`src/core/sar_params.svh`:
```
/*
 * timing, field positions, offsets and reset values for the converter
 * control block; assumes it is included once per compilation unit.
 */
`ifndef SAR_PARAMS_SVH
`define SAR_PARAMS_SVH
`define CLK_MHZ         25
`define MIN_PERIOD_NS   2000
`define MIN_PERIOD_CYC  ((`MIN_PERIOD_NS * `CLK_MHZ + 999) / 1000)
`define FRAME_BITS      16
`define CODE_BITS       13
`define TRACK_EDGE      14
`define SIGN_FLIP       13'h1000
`define TRIAL_MSB       13'h1000
`define WR_BIT          15
`define SEL_BIT         14
`define CTRL_MODE_HI    12
`define CTRL_MODE_LO    11
`define CTRL_CODING     10
`define CTRL_REF        9
`define CTRL_PM_HI      8
`define CTRL_PM_LO      7
`define CTRL_SEQ        6
`define CTRL_CH         5
`define RNG0_HI         12
`define RNG0_LO         11
`define RNG1_HI         10
`define RNG1_LO         9
`define APB_AW          8
`define OFS_CTRL        8'h00
`define OFS_RANGE       8'h04
`define OFS_STATUS      8'h08
`define OFS_DATA        8'h0C
`define RST_RANGE       4'h0
`define ST_EMPTY        0
`define ST_COUNT_LO     1
`define ST_TRACK        6
`define ST_PD           7
`define ST_RATE_ERR     8
`define ST_BUSY         9
`endif

```
`src/core/sar_pkg.sv`:
```
/*
 * types shared by the converter control block; assumes sar_params.svh
 * holds the numeric constants.
 */
package sar_pkg;
	typedef enum logic [1:0] {RANGE_BIP10, RANGE_BIP5, RANGE_BIP2P5,
		RANGE_UNI10} range_t;
	typedef enum logic [1:0] {MODE_SINGLE, MODE_DIFF, MODE_PSEUDO,
		MODE_SPARE} mode_t;
	typedef enum logic [1:0] {PM_NORMAL, PM_FULL, PM_AUTO_SD,
		PM_AUTO_SB} pm_t;
	typedef enum logic [1:0] {ST_IDLE, ST_CONV, ST_TRACK} sar_state_t;
endpackage

```
`src/core/sar_ctrl.sv`:
```
/*
 * result fifo and the serial-clocked conversion control with its apb
 * register window. assumes cs_n, sclk, din and comp_in come from outside
 * the pclk domain and that the link clock is far slower than pclk.
 */
// What this block does
// - each channel keeps its own range, bipolar or unipolar, in registers.
// - two control bits pick single-ended, true differential or pseudo.
// - after reset inputs are two single-ended channels until rewritten.
// - after reset the external reference is used.
// - the serial clock shifts data and steps the conversion.
// - power-down mode comes from the control register.
// - results default to twos complement.
// - coding bit set gives straight binary results.
// - sequence conversions use the coding bit of the latest write.
// - full scale is split into 8192 codes of whole steps.
// - step size follows the selected range of the channel.
// - trial bits are kept or dropped by the comparator, then code formed.
// - conversions faster than 500 ksps are refused.
// - track on fourteenth rising edge, hold on next chip select fall.
// - differential modes span code -4096 to +4095.
`timescale 1ns/1ps
`include "sar_params.svh"

module result_fifo #(
	parameter int W     = 14,
	parameter int DEPTH = 16
) (
	input  wire logic                       pclk,
	input  wire logic                       presetn,
	input  wire logic                       ce,
	input  wire logic                       in_valid,
	output logic                            in_ready,
	input  wire logic [W-1:0]               in_data,
	output logic                            out_valid,
	input  wire logic                       out_ready,
	output logic [W-1:0]                    out_data,
	output logic [$clog2(DEPTH):0]          count
);
	localparam int AW = $clog2(DEPTH);
	logic [W-1:0]  mem [DEPTH];
	logic [AW:0]   wr_q, wr_d, rd_q, rd_d;
	logic          push, pop;

	always_comb begin
		count     = wr_q - rd_q;
		in_ready  = count != (AW+1)'(DEPTH);
		out_valid = count != '0;
		out_data  = mem[rd_q[AW-1:0]];
		push      = in_valid && in_ready;
		pop       = out_valid && out_ready;
		wr_d      = push ? wr_q + 1'b1 : wr_q;
		rd_d      = pop ? rd_q + 1'b1 : rd_q;
	end

	always_ff @(posedge pclk or negedge presetn) begin
		if (!presetn) begin
			wr_q <= '0;
			rd_q <= '0;
		end else if (ce) begin
			wr_q <= wr_d;
			rd_q <= rd_d;
			if (push) begin
				mem[wr_q[AW-1:0]] <= in_data;
			end
		end
	end
endmodule

////////////////////////////////////////////////////////////////////////
module sar_ctrl #(
	parameter int DEPTH = 16
) (
	input  wire logic                     pclk,
	input  wire logic                     presetn,
	input  wire logic                     ce,
	input  wire logic                     psel,
	input  wire logic                     penable,
	input  wire logic                     pwrite,
	input  wire logic [`APB_AW-1:0]       paddr,
	input  wire logic [31:0]              pwdata,
	output logic [31:0]                   prdata,
	output logic                          pready,
	output logic                          pslverr,
	input  wire logic                     cs_n,
	input  wire logic                     sclk,
	input  wire logic                     din,
	input  wire logic                     comp_in,
	output logic                          dout,
	output logic                          dout_en_n,
	output logic                          track,
	output logic [`CODE_BITS-1:0]         dac_code,
	output sar_pkg::range_t               range_sel,
	output sar_pkg::mode_t                input_mode,
	output logic                          ref_internal,
	output logic                          power_down
);
	import sar_pkg::*;
	localparam int CW    = `CODE_BITS;
	localparam int DW    = CW + 1;
	localparam int CNTW  = $clog2(DEPTH) + 1;
	localparam int GAPW  = $clog2(`MIN_PERIOD_CYC + 1);
	localparam logic [GAPW-1:0] GAP_MAX = GAPW'(`MIN_PERIOD_CYC);
	localparam logic [4:0] EDGE_TRK = 5'(`TRACK_EDGE - 1);

	// bit 0 cs_n, 1 sclk, 2 din, 3 comparator
	logic [3:0]   s1_q, s2_q, prev_q;
	logic         cs_fall, cs_rise, sclk_rise, sclk_fall;

	sar_state_t   st_q, st_d;
	logic [4:0]   edge_q, edge_d;
	logic [CW-1:0] sar_q, sar_d, trial_q, trial_d, dac_q, dac_d;
	logic [15:0]  shin_q, shin_d, dsh_q, dsh_d;
	logic         dout_q, dout_d, den_q, den_d, track_q, track_d;
	logic         pd_q, pd_d, rate_q, rate_d, cfgw_q, cfgw_d;
	mode_t        mode_q, mode_d;
	pm_t          pm_q, pm_d;
	range_t       rsel_q, rsel_d;
	logic         coding_q, coding_d, ref_q, ref_d, seq_q, seq_d;
	logic         ch_q, ch_d, cch_q, cch_d, ccod_q, ccod_d;
	logic [3:0]   range_q, range_d;
	logic [GAPW-1:0] gap_q, gap_d;
	logic [DW-1:0] last_q, last_d;
	logic         start_ok, push, fifo_rdy, fifo_vld, pop;
	logic [DW-1:0] push_data, fifo_out;
	logic [CNTW-1:0] fifo_cnt;
	logic [CW-1:0] raw;
	logic         apb_done, apb_wr;
	logic         prdy_q, prdy_d, perr_q, perr_d;
	logic [31:0]  prd_q, prd_d, status;

	////////////////////////////////////////////////////////////////////
	// link pins: two flops before any logic, then edge detection
	always_ff @(posedge pclk or negedge presetn) begin
		if (!presetn) begin
			s1_q   <= 4'h3;
			s2_q   <= 4'h3;
			prev_q <= 4'h3;
		end else if (ce) begin
			s1_q   <= {comp_in, din, sclk, cs_n};
			s2_q   <= s1_q;
			prev_q <= s2_q;
		end
	end

	always_comb begin
		cs_fall   = prev_q[0] && !s2_q[0];
		cs_rise   = !prev_q[0] && s2_q[0];
		sclk_rise = !prev_q[1] && s2_q[1] && !s2_q[0];
		sclk_fall = prev_q[1] && !s2_q[1] && !s2_q[0];
	end

	result_fifo #(.W(DW), .DEPTH(DEPTH)) result_fifo_inst (
		.pclk      (pclk),
		.presetn   (presetn),
		.ce        (ce),
		.in_valid  (push),
		.in_ready  (fifo_rdy),
		.in_data   (push_data),
		.out_valid (fifo_vld),
		.out_ready (pop),
		.out_data  (fifo_out),
		.count     (fifo_cnt)
	);

	////////////////////////////////////////////////////////////////////
	// conversion, serial shifting and configuration
	always_comb begin
		st_d = st_q; edge_d = edge_q; sar_d = sar_q; trial_d = trial_q;
		shin_d = shin_q; dsh_d = dsh_q; dout_d = dout_q;
		track_d = track_q; pd_d = pd_q; rate_d = rate_q; cfgw_d = cfgw_q;
		mode_d = mode_q; pm_d = pm_q; coding_d = coding_q; ref_d = ref_q;
		seq_d = seq_q; ch_d = ch_q; cch_d = cch_q; ccod_d = ccod_q;
		range_d = range_q; last_d = last_q; push = 1'b0;
		gap_d = (gap_q == GAP_MAX) ? gap_q : gap_q + 1'b1;
		den_d = s2_q[0];
		// 13-bit offset code, 8192 steps; flipping the sign bit gives
		// twos complement, -4096..+4095 in differential modes
		raw = sar_q;
		push_data = {cch_q, ccod_q ? raw : raw ^ `SIGN_FLIP};
		// a full fifo stalls new conversions rather than losing results
		start_ok = (gap_q == GAP_MAX) && fifo_rdy && pm_q != PM_FULL;
		if (cs_fall) begin
			edge_d = '0;
			shin_d = '0;
			dsh_d  = 16'({last_q});
			dout_d = 1'b0;
			if (gap_q != GAP_MAX) begin
				rate_d = 1'b1;
			end
			if (start_ok) begin
				st_d    = ST_CONV;
				track_d = 1'b0;
				pd_d    = 1'b0;
				gap_d   = '0;
				sar_d   = '0;
				trial_d = `TRIAL_MSB;
				cch_d   = ch_q;
				ccod_d  = coding_q;
			end
		end
		if (sclk_rise) begin
			edge_d = (edge_q == 5'h1F) ? edge_q : edge_q + 1'b1;
			if (st_q == ST_CONV) begin
				// one comparator decision per rising serial clock edge
				if (edge_q < 5'(`CODE_BITS)) begin
					if (s2_q[3]) begin
						sar_d = sar_q | trial_q;
					end
					trial_d = trial_q >> 1;
				end else if (edge_q == EDGE_TRK) begin
					st_d    = ST_TRACK;
					track_d = 1'b1;
					push    = 1'b1;
					last_d  = push_data;
					if (seq_q) begin
						ch_d = !cch_q;
					end
				end
			end
		end
		if (sclk_fall) begin
			shin_d = {shin_q[14:0], s2_q[2]};
			dsh_d  = {dsh_q[14:0], 1'b0};
			dout_d = dsh_q[14];
		end
		// lower priority: a serial write in the same cycle wins
		if (apb_wr && paddr == `OFS_CTRL) begin
			mode_d   = mode_t'(pwdata[`CTRL_MODE_HI:`CTRL_MODE_LO]);
			coding_d = pwdata[`CTRL_CODING];
			ref_d    = pwdata[`CTRL_REF];
			pm_d     = pm_t'(pwdata[`CTRL_PM_HI:`CTRL_PM_LO]);
			seq_d    = pwdata[`CTRL_SEQ];
			ch_d     = pwdata[`CTRL_CH];
			cfgw_d   = 1'b1;
		end
		if (apb_wr && paddr == `OFS_RANGE) begin
			range_d = pwdata[`RNG0_HI:`RNG1_LO];
		end
		if (apb_wr && paddr == `OFS_STATUS && pwdata[`ST_RATE_ERR] &&
				!(cs_fall && gap_q != GAP_MAX)) begin
			rate_d = 1'b0;
		end
		if (cs_rise) begin
			st_d    = ST_IDLE;
			track_d = 1'b1;
			if (pm_q == PM_AUTO_SD || pm_q == PM_AUTO_SB) begin
				pd_d = 1'b1;
			end
			// only a whole word under chip select is taken
			if (edge_q >= 5'(`FRAME_BITS) && shin_q[`WR_BIT]) begin
				if (!shin_q[`SEL_BIT]) begin
					mode_d   = mode_t'(shin_q[`CTRL_MODE_HI:`CTRL_MODE_LO]);
					coding_d = shin_q[`CTRL_CODING];
					ref_d    = shin_q[`CTRL_REF];
					pm_d     = pm_t'(shin_q[`CTRL_PM_HI:`CTRL_PM_LO]);
					seq_d    = shin_q[`CTRL_SEQ];
					ch_d     = shin_q[`CTRL_CH];
					cfgw_d   = 1'b1;
				end else begin
					range_d = shin_q[`RNG0_HI:`RNG1_LO];
				end
			end
		end
		// selecting normal mode wakes the part without waiting for a frame
		pd_d = (pm_q == PM_FULL) || (pd_d && pm_q != PM_NORMAL);
		dac_d = sar_d | trial_d;
		// range of the channel being converted sets the step size
		rsel_d = range_t'(cch_d ? range_q[1:0] : range_q[3:2]);
	end

	always_ff @(posedge pclk or negedge presetn) begin
		if (!presetn) begin
			st_q <= ST_IDLE; edge_q <= '0; sar_q <= '0; trial_q <= '0;
			dac_q <= '0; shin_q <= '0; dsh_q <= '0; dout_q <= 1'b0;
			den_q <= 1'b1; track_q <= 1'b1; pd_q <= 1'b0; rate_q <= 1'b0;
			cfgw_q <= 1'b0; mode_q <= MODE_SINGLE; pm_q <= PM_NORMAL;
			coding_q <= 1'b0; ref_q <= 1'b0; seq_q <= 1'b0;
			ch_q <= 1'b0; cch_q <= 1'b0; ccod_q <= 1'b0;
			range_q <= `RST_RANGE; rsel_q <= RANGE_BIP10;
			gap_q <= GAP_MAX; last_q <= '0;
		end else if (ce) begin
			st_q <= st_d; edge_q <= edge_d; sar_q <= sar_d;
			trial_q <= trial_d; dac_q <= dac_d; shin_q <= shin_d;
			dsh_q <= dsh_d; dout_q <= dout_d; den_q <= den_d;
			track_q <= track_d; pd_q <= pd_d; rate_q <= rate_d;
			cfgw_q <= cfgw_d; mode_q <= mode_d; pm_q <= pm_d;
			coding_q <= coding_d; ref_q <= ref_d; seq_q <= seq_d;
			ch_q <= ch_d; cch_q <= cch_d; ccod_q <= ccod_d;
			range_q <= range_d; rsel_q <= rsel_d;
			gap_q <= gap_d; last_q <= last_d;
		end
	end

	////////////////////////////////////////////////////////////////////
	// apb slave: one wait state so read data comes from a flop
	always_comb begin
		apb_done = psel && penable && prdy_q;
		apb_wr   = apb_done && pwrite && !perr_q;
		pop      = apb_done && !pwrite && paddr == `OFS_DATA && fifo_vld;
		status   = 32'(fifo_cnt) << `ST_COUNT_LO;
		status[`ST_EMPTY]    = !fifo_vld;
		status[`ST_TRACK]    = track_q;
		status[`ST_PD]       = pd_q;
		status[`ST_RATE_ERR] = rate_q;
		status[`ST_BUSY]     = st_q == ST_CONV;
		prdy_d = psel && penable && !prdy_q;
		perr_d = 1'b0;
		prd_d  = '0;
		if (prdy_d) begin
			unique case (paddr)
				`OFS_CTRL: prd_d = 32'({mode_q, coding_q, ref_q, pm_q,
					seq_q, ch_q}) << `CTRL_CH;
				`OFS_RANGE: prd_d = 32'(range_q) << `RNG1_LO;
				`OFS_STATUS: prd_d = status;
				`OFS_DATA: prd_d = fifo_vld ? 32'(fifo_out) : '0;
				default: perr_d = 1'b1;
			endcase
		end
	end

	always_ff @(posedge pclk or negedge presetn) begin
		if (!presetn) begin
			prdy_q <= 1'b0;
			perr_q <= 1'b0;
			prd_q  <= '0;
		end else if (ce) begin
			prdy_q <= prdy_d;
			perr_q <= perr_d;
			prd_q  <= prd_d;
		end
	end

	always_comb begin
		prdata = prd_q; pready = prdy_q; pslverr = perr_q;
		dout = dout_q; dout_en_n = den_q; track = track_q;
		dac_code = dac_q; range_sel = rsel_q; input_mode = mode_q;
		ref_internal = ref_q; power_down = pd_q;
	end
endmodule

```
`config.mk`:
```
export PLATFORM = sky130hd
export DESIGN_NAME = sar_ctrl
export DESIGN_NICKNAME = d
export VERILOG_FILES = /design/src/core/sar_pkg.sv /design/src/core/sar_ctrl.sv
export VERILOG_INCLUDE_DIRS = /design/src /design/src/core
export SDC_FILE = /design/constraint.sdc
export NUM_CORES = 1
export LEC_CHECK = 0
export ABC_AREA = 1
export BUFFER_PORTS_ARGS = -buffer_cell sky130_fd_sc_hd__buf_2
export CORE_MARGIN = 2
export CORE_UTILIZATION = 53
export CTS_BUF_LIST = sky130_fd_sc_hd__clkbuf_4
export CTS_CLUSTER_DIAMETER = 200
export DETAILED_ROUTE_END_ITERATION = 16
export PLACE_DENSITY = 0.73
export RECOVER_POWER = 100
export SKIP_CTS_REPAIR_TIMING = 1
export SLEW_MARGIN = 20
export SYNTH_ARGS = -nofsm -noshare
export SYNTH_HDL_FRONTEND = slang
export SYNTH_SLANG_ARGS = --single-unit
```
`constraint.sdc`:
```
create_clock -name pclk -period 4.23 [get_ports pclk]
set_input_delay 0.2115 -clock pclk [delete_from_list [all_inputs] [get_ports pclk]]
set_output_delay 0.2115 -clock pclk [all_outputs]
set_load 0.02 [all_outputs]
```
==> results.sh, run 1 <==
export IMPL_nNetsFinal=1895
export IMPL_initial_utilization_pct=53.5
export IMPL_tightest_slew_ps=2230
export IMPL_die_h_um=182
export IMPL_min_period_ps=3440
export IMPL_drtAntennaViolNets=0
export IMPL_drv_cap=3
export IMPL_first_iter_violations=1062
export IMPL_layout_setup_ws_ps=790
export IMPL_grt_use_total_pct=24.6
export IMPL_ys_flop_type="edfxtp_1"
export IMPL_grt_start_max_net_pins=93
export IMPL_hold_path_class="in -> async"
export IMPL_synthArstFlopShare_pct=40.6
export IMPL_io_pins=106
export IMPL_slew_headroom_pct=-48.9
export IMPL_cts_tree="done"
export IMPL_place_congestion=0.860
export IMPL_synth_area_per_cell_um2=9.84
export IMPL_die_area_um2=33000
export IMPL_postLayoutCoreUtil_pct=59.9
export IMPL_htreeDepth=3
export IMPL_cts_root_buf="clkbuf_4"
export IMPL_numCtsBuffers=96
export IMPL_violations="max-capacitance violations, max-slew violations"
export IMPL_drive_gt1_share_pct=12.7
export IMPL_cp_arrival_ps=3800
export IMPL_synthDistinctLibCells=46
export IMPL_rsz0062_at_grt="false"
export IMPL_synth_area_leaders="edfxtp_1 40%, dfrtp_1 21%, nand2_1 12%"
export IMPL_cp_required_ps=4590
export IMPL_final_cell_mix="562 x nand2_1, 224 x edfxtp_1, 192 x nand3_1"
export IMPL_grt_pass1_vias=12200
export IMPL_holdWs_ps=65.5
export IMPL_status="finished, violations left"
export IMPL_drc=0
export IMPL_slew_violations=159
export IMPL_wl_per_cell_um=17.3
export IMPL_synth_top_area_cell="edfxtp_1"
export IMPL_worstSetupPathType="reg -> reg"
export IMPL_cts_sinks=377
export IMPL_place_ws_ps=1290
export IMPL_vias=12600
export IMPL_synth_seq_cells=377
export IMPL_clk_latency_ps=760
export IMPL_num_rows=65
export IMPL_path_clk_slew_ps=70
export IMPL_synth_edf_count=224
export IMPL_netlist_area_um2=16800
export IMPL_ys_seq_area_share_pct=63.1
export IMPL_synthCells=1702
export IMPL_finalSetupTns_ps=0
export IMPL_cts_path_max_buffers=3
export IMPL_grt_pass1_wl_um=63600
export IMPL_synth_warnings=0
export IMPL_vias_per_cell=5.46
export IMPL_netlist_area_leader_share_pct=40.2
export IMPL_wl_um=39900
export IMPL_fin_crit_sh_pct=81.3
export IMPL_dp_hpwl_um=24000
export IMPL_antenna_found_initial=1
export IMPL_core_region_area_um2=31300
export IMPL_setup_viol=0
export IMPL_drt_pass1_iterations=5
export IMPL_area_delta_synth_final_pct=11.9
export IMPL_setup_worst_path_start_class="register"
export IMPL_max_freq_ghz=0.291
export IMPL_worstSetupEndpointType="register"
export IMPL_critPathMaxFanout=17
export IMPL_leakage_uw=0.00803
export IMPL_port_buffers=63
export IMPL_layout_commonest_cell="nand2_1"
export IMPL_clock_skew_ps=62.7
export IMPL_ir_drop_mv=0.340
export IMPL_finalNonFillerCells=2310
export IMPL_power_per_cell_area_nw_per_um2=432
export IMPL_hold_violations=0
export IMPL_gr_total_overflow=0
export IMPL_die_w_um=182
export IMPL_dpl_cell_count=2117
registers in the layout, summed over array words and instances (netlist names), 13 cells and up:
register and flops:
result_fifo_inst.mem 224, shin_q 16, dsh_q 15, last_q 14, prdata 14, dac_code 13
raw 13, trial_q 13
metrics by stage:
step           area [µm²]  total power (µW)
2_1_floorplan       16800              4640
4_1_cts             18700              8160
6_report            18800              8100
3_5_place_dp        17400              4850
5_1_grt             18800              8440
3_3_place_gp        17400              4820
power breakdown:
group	internal [µW]	leakage [µW]	switching [µW]
Sequential	4090	0.00401	178
Combinational	163	0.00322	343
Clock	1850	0.000797	1470
Total	6110	0.00803	1990
logic make-up (layout without fill, tap and decap cells):
logic type / count (synthesis) / after routing / synth area share (%)
AND/OR/NAND/NOR: 870 / 870 / 22.3
flip-flops: 377 / 377 / 63.1
buffers and inverters: 228 / 416 / 5.90
AO/OA/AOI/OAI: 194 / 194 / 6.67
XOR/XNOR: 16 / 16 / 0.836
adder cells (fa/ha/maj): 15 / 15 / 1.17
other: 1 / 19 / 0.0224
multiplexers: 1 / 1 / 0.0672
cell usage after synthesis (3+ instances only):
cell	number
edfxtp_1	224
inv_1	121
nor3_1	3
dfrtp_1	143
a22o_1	4
nor2_2	6
o211ai_1	17
o21ai_1	42
o21ai_0	58
nand2_1	554
a31oi_1	13
o22ai_1	34
xor2_1	11
a21oi_1	20
xnor2_1	5
nand3_1	191
nand4_1	10
nor2_1	70
nand2_2	6
nor2_4	3
ha_1	14
nand2_4	4
inv_2	6
dfstp_2	10
buf_2	37
and3_1	12
clkbuf_1	35
buf_1	4
buf_4	23
per-layer routing:
layer	track usage [%]	up-vias	part of all wire, %
li1	-	5996	-
met1	34.3	6070	43
met2	38.6	458	47
met3	4.25	84	6.9
met4	9.89	0	3.3
met5	0	-	0
cell type report:
class | instances | area [µm²]
fillers | 2637 | 12600
inverters | 129 | 484
flip-flops and latches | 377 | 10600
multi-input cells | 1114 | 5170
clock buffers | 156 | 1170
well taps | 402 | 503
clock inverters | 19 | 170
repair buffers | 112 | 672
diodes | 1 | 2.50
worst max-delay path, cell delays in order, from the launching register on:
cell,delay [ps]
dfrtp_1,370
clkinv_1,470
ha_1,560
nand2_1,80
nand2_1,70
inv_1,60
nand2_1,40
nand2_1,50
nand2_1,70
nand3_1,200
nand2_1,240
nor2_8,170
nand2_1,170
nor2_1,130
clkbuf_2,400
path summary, 6_finish.rpt:
kind                                                 startpoint                              endpoint  slack (ps)  cells after the start
setup / recovery           result_fifo_inst.rd_q[3]$_DFFE_PN0P_  result_fifo_inst.mem[1][1]$_DFFE_PP_         790                     14
hold / removal                                          presetn                 prdata[7]$_DFFE_PN0P_          70                      2
setup reg to reg           result_fifo_inst.rd_q[3]$_DFFE_PN0P_  result_fifo_inst.mem[1][1]$_DFFE_PP_         790                     14
hold reg to reg                             s1_q[3]$_DFFE_PN0P_                   s1_q[3]$_DFFE_PN0P_         480                      2
max in group asynchronous                               presetn                 last_q[9]$_DFFE_PN0P_        1710                      3
min in group pclk                                      paddr[3]                    rate_q$_DFFE_PN0P_          70                      4
(Power assumes the default switching activity.)
==> inputs of run 2 (changes only) <==
- PLACE_DENSITY: 0.73 -> 0.76
- clock period: 4.23 -> 2.9 ns (I/O delays scaled with it)
==> run 2 against run 1 <==
  * The flow still finishes with violations (max-capacitance violations, max-slew violations)
  * Non-clock buffer count rose by 23
  * Design area rose by 1.5%
  * Critical path type unchanged
  * Core utilization rose by 0.92 points
  * Combinational power rose by 53%
  * Count of clock-buffer cells in the layout rose by 1
  * Sequential share of layout area fell by 0.84 points
==> results.sh, run 2 (synthesis gave the netlist of run 1 again) <==
export IMPL_path_clk_slew_ps=80
export IMPL_ir_drop_mv=0.436
export IMPL_final_cell_mix="555 x nand2_1, 224 x edfxtp_1, 191 x nand3_1"
export IMPL_vias=12800
export IMPL_crit_start="result_fifo_inst.rd_q[0]$_DFFE_PN0P_"
export IMPL_fillerInstances=2516
export IMPL_cp_arrival_ps=3170
export IMPL_numCtsBuffers=95
export IMPL_crit_slowest_cell="dfrtp_4"
export IMPL_fin_area_um2=19000
export IMPL_multi_input_area_um2=5260
export IMPL_initial_utilization_pct=53.5
export IMPL_wl_per_cell_um=17.2
export IMPL_slew_violations=199
export IMPL_cts_path_max_buffers=3
export IMPL_num_rows=65
export IMPL_drv_cap=2
export IMPL_largest_reg_flops=224
export IMPL_port_buffers=63
export IMPL_first_iter_violations=1303
export IMPL_finalNonFillerCells=2335
export IMPL_worstSetupPathType="reg -> reg"
export IMPL_clkPwrFrac_pct=39.6
export IMPL_htreeDepth=3
export IMPL_clock_skew_ps=77.7
export IMPL_cp_top_family="adder cells"
export IMPL_grt_use_total_pct=24.3
export IMPL_critPathMaxFanout=14
export IMPL_power_internal_uw=8690
export IMPL_gr_total_overflow=0
export IMPL_status="finished, violations left"
export IMPL_reg2reg_from="result_fifo_inst.rd_q[0]$_DFFE_PN0P_"
export IMPL_crit_top_cell="nand2_4"
export IMPL_drt_pass1_iterations=6
export IMPL_die_h_um=182
export IMPL_io_pins=106
export IMPL_swShare_pct=25.2
export IMPL_grt_pass1_wl_um=63000
export IMPL_grt_start_max_net_pins=154
export IMPL_cp_num_buf_inv=1
export IMPL_rsz0062_at_grt="false"
export IMPL_dp_hpwl_um=24500
export IMPL_dpl_cell_count=2122
export IMPL_reg2reg_slack_ps=140
export IMPL_grt_pass1_vias=12200
export IMPL_violations="max-capacitance violations, max-slew violations"
export IMPL_min_period_ps=2760
export IMPL_post_dp_cell_area_um2=17500
export IMPL_slew_headroom_pct=-37.9
export IMPL_clk_latency_ps=740
export IMPL_hold_path_class="in -> reg"
export IMPL_setup_worst_path_start_class="register"
export IMPL_cts_root_buf="clkbuf_4"
export IMPL_vias_per_cell=5.49
export IMPL_regArea_um2=10600
export IMPL_hold_violations=0
export IMPL_die_w_um=182
export IMPL_cp_required_ps=3310
export IMPL_min_from="paddr[2]"
export IMPL_rr_worst_depth=10
export IMPL_die_area_um2=33000
export IMPL_wl_um=40300
export IMPL_max_stage_delay_ps=510
export IMPL_holdPathEnd="prdata[12]$_DFFE_PN0P_"
export IMPL_nNetsFinal=1917
export IMPL_cts_sinks=377
export IMPL_layout_setup_ws_ps=142
export IMPL_drive_gt1_share_pct=13.9
export IMPL_core_region_area_um2=31300
export IMPL_rr_endpoint="result_fifo_inst.mem[9][11]$_DFFE_PP_"
export IMPL_hold_depth=7
export IMPL_antenna_found_initial=1
export IMPL_total_power_uw=11600
export IMPL_power_switching_uw=2930
export IMPL_setup_viol=0
export IMPL_place_congestion=0.943
export IMPL_worstSetupEndpointType="register"
export IMPL_drc=0
export IMPL_fin_crit_sh_pct=95.1
export IMPL_finalSetupTns_ps=0
export IMPL_p_comb_share_pct=6.6
export IMPL_seq_power_share_pct=53.7
export IMPL_layout_commonest_cell="nand2_1"
export IMPL_place_ws_ps=82.6
export IMPL_max_freq_ghz=0.363
export IMPL_crit_chain="ha_1 > fa_1 > xnor2_2 > nor2_2 > nand3_4 > nand2_4 > nor2_8 > nand2_4 > nor2_1 > buf_2"
export IMPL_cts_tree="done"
export IMPL_leakage_uw=0.00815
export IMPL_area_delta_synth_final_pct=13.6
export IMPL_power_per_cell_area_nw_per_um2=610
export IMPL_tightest_slew_ps=2070
export IMPL_drtAntennaViolNets=0
[run 2: cell types whose count changed in the layout (fill, tap and decap cells not counted), sizes merged]
cell	previous run	this run
buf	49	48
bufinv	3	0
clkbuf	202	209
clkinv	16	19
clkinvlp	0	1
dlygate4sd3	17	35
[run 2: routing by layer]
| layer | global-route usage, % | part of all wire [%] |
|---|---|---|
| met3 | 4.47 | 7.6 |
| met1 | 34.2 | 43 |
| met5 | 0 | 0 |
| met2 | 37.6 | 46 |
| met4 | 9.95 | 3.6 |
[run 2: worst min-delay path: cells and delay by family]
family                 cells  cell delay, ps
buffers and inverters      2             180
and+or+nand+nor            4             330
AOI/OAI and AO/OA          1             100
[run 2: how the worst max path moves through the flow]
stage | cells after the start | slack (ps) | end
6_report | 10 | 140 | result_fifo_inst.mem[9][11]$_DFFE_PP_
5_1_grt | 12 | 7 | result_fifo_inst.mem[0][8]$_DFFE_PP_
4_1_cts | 10 | 20 | result_fifo_inst.mem[5][4]$_DFFE_PP_
3_5_place_dp | 11 | 80 | result_fifo_inst.mem[5][3]$_DFFE_PP_
3_3_place_gp | 11 | 190 | result_fifo_inst.mem[5][5]$_DFFE_PP_
2_1_floorplan | 12 | -220 | result_fifo_inst.mem[11][0]$_DFFE_PP_
[run 2: through the flow]
stage | util (%) | hold WS, ps
after detailed placement | 55.9 | 328
final | 60.8 | 67.8
after CTS | 60.0 | -479
after global routing | 60.8 | 63.1
after floorplan | - | -151
after global placement | 55.9 | 331
[run 2: layout make-up]
type                            count  share of cell area (%)
Antenna cell                        1                  0.0131
Clock buffer                      157                    6.19
Clock inverter                     20                   0.559
Inverter                          129                    2.54
Multi-Input combinational cell   1114                    27.6
Sequential cell                   377                    55.5
Tap cell                          402                    2.64
Timing Repair Buffer              135                    4.90
[run 2: power by group through the flow]
stage,Combinational [µW],Sequential (µW),Clock (µW)
after floorplan,491,6280,0
after global placement,713,6330,0
after detailed placement,740,6340,0
after CTS,747,6230,4700
after global routing,882,6270,4990
final,772,6240,4610
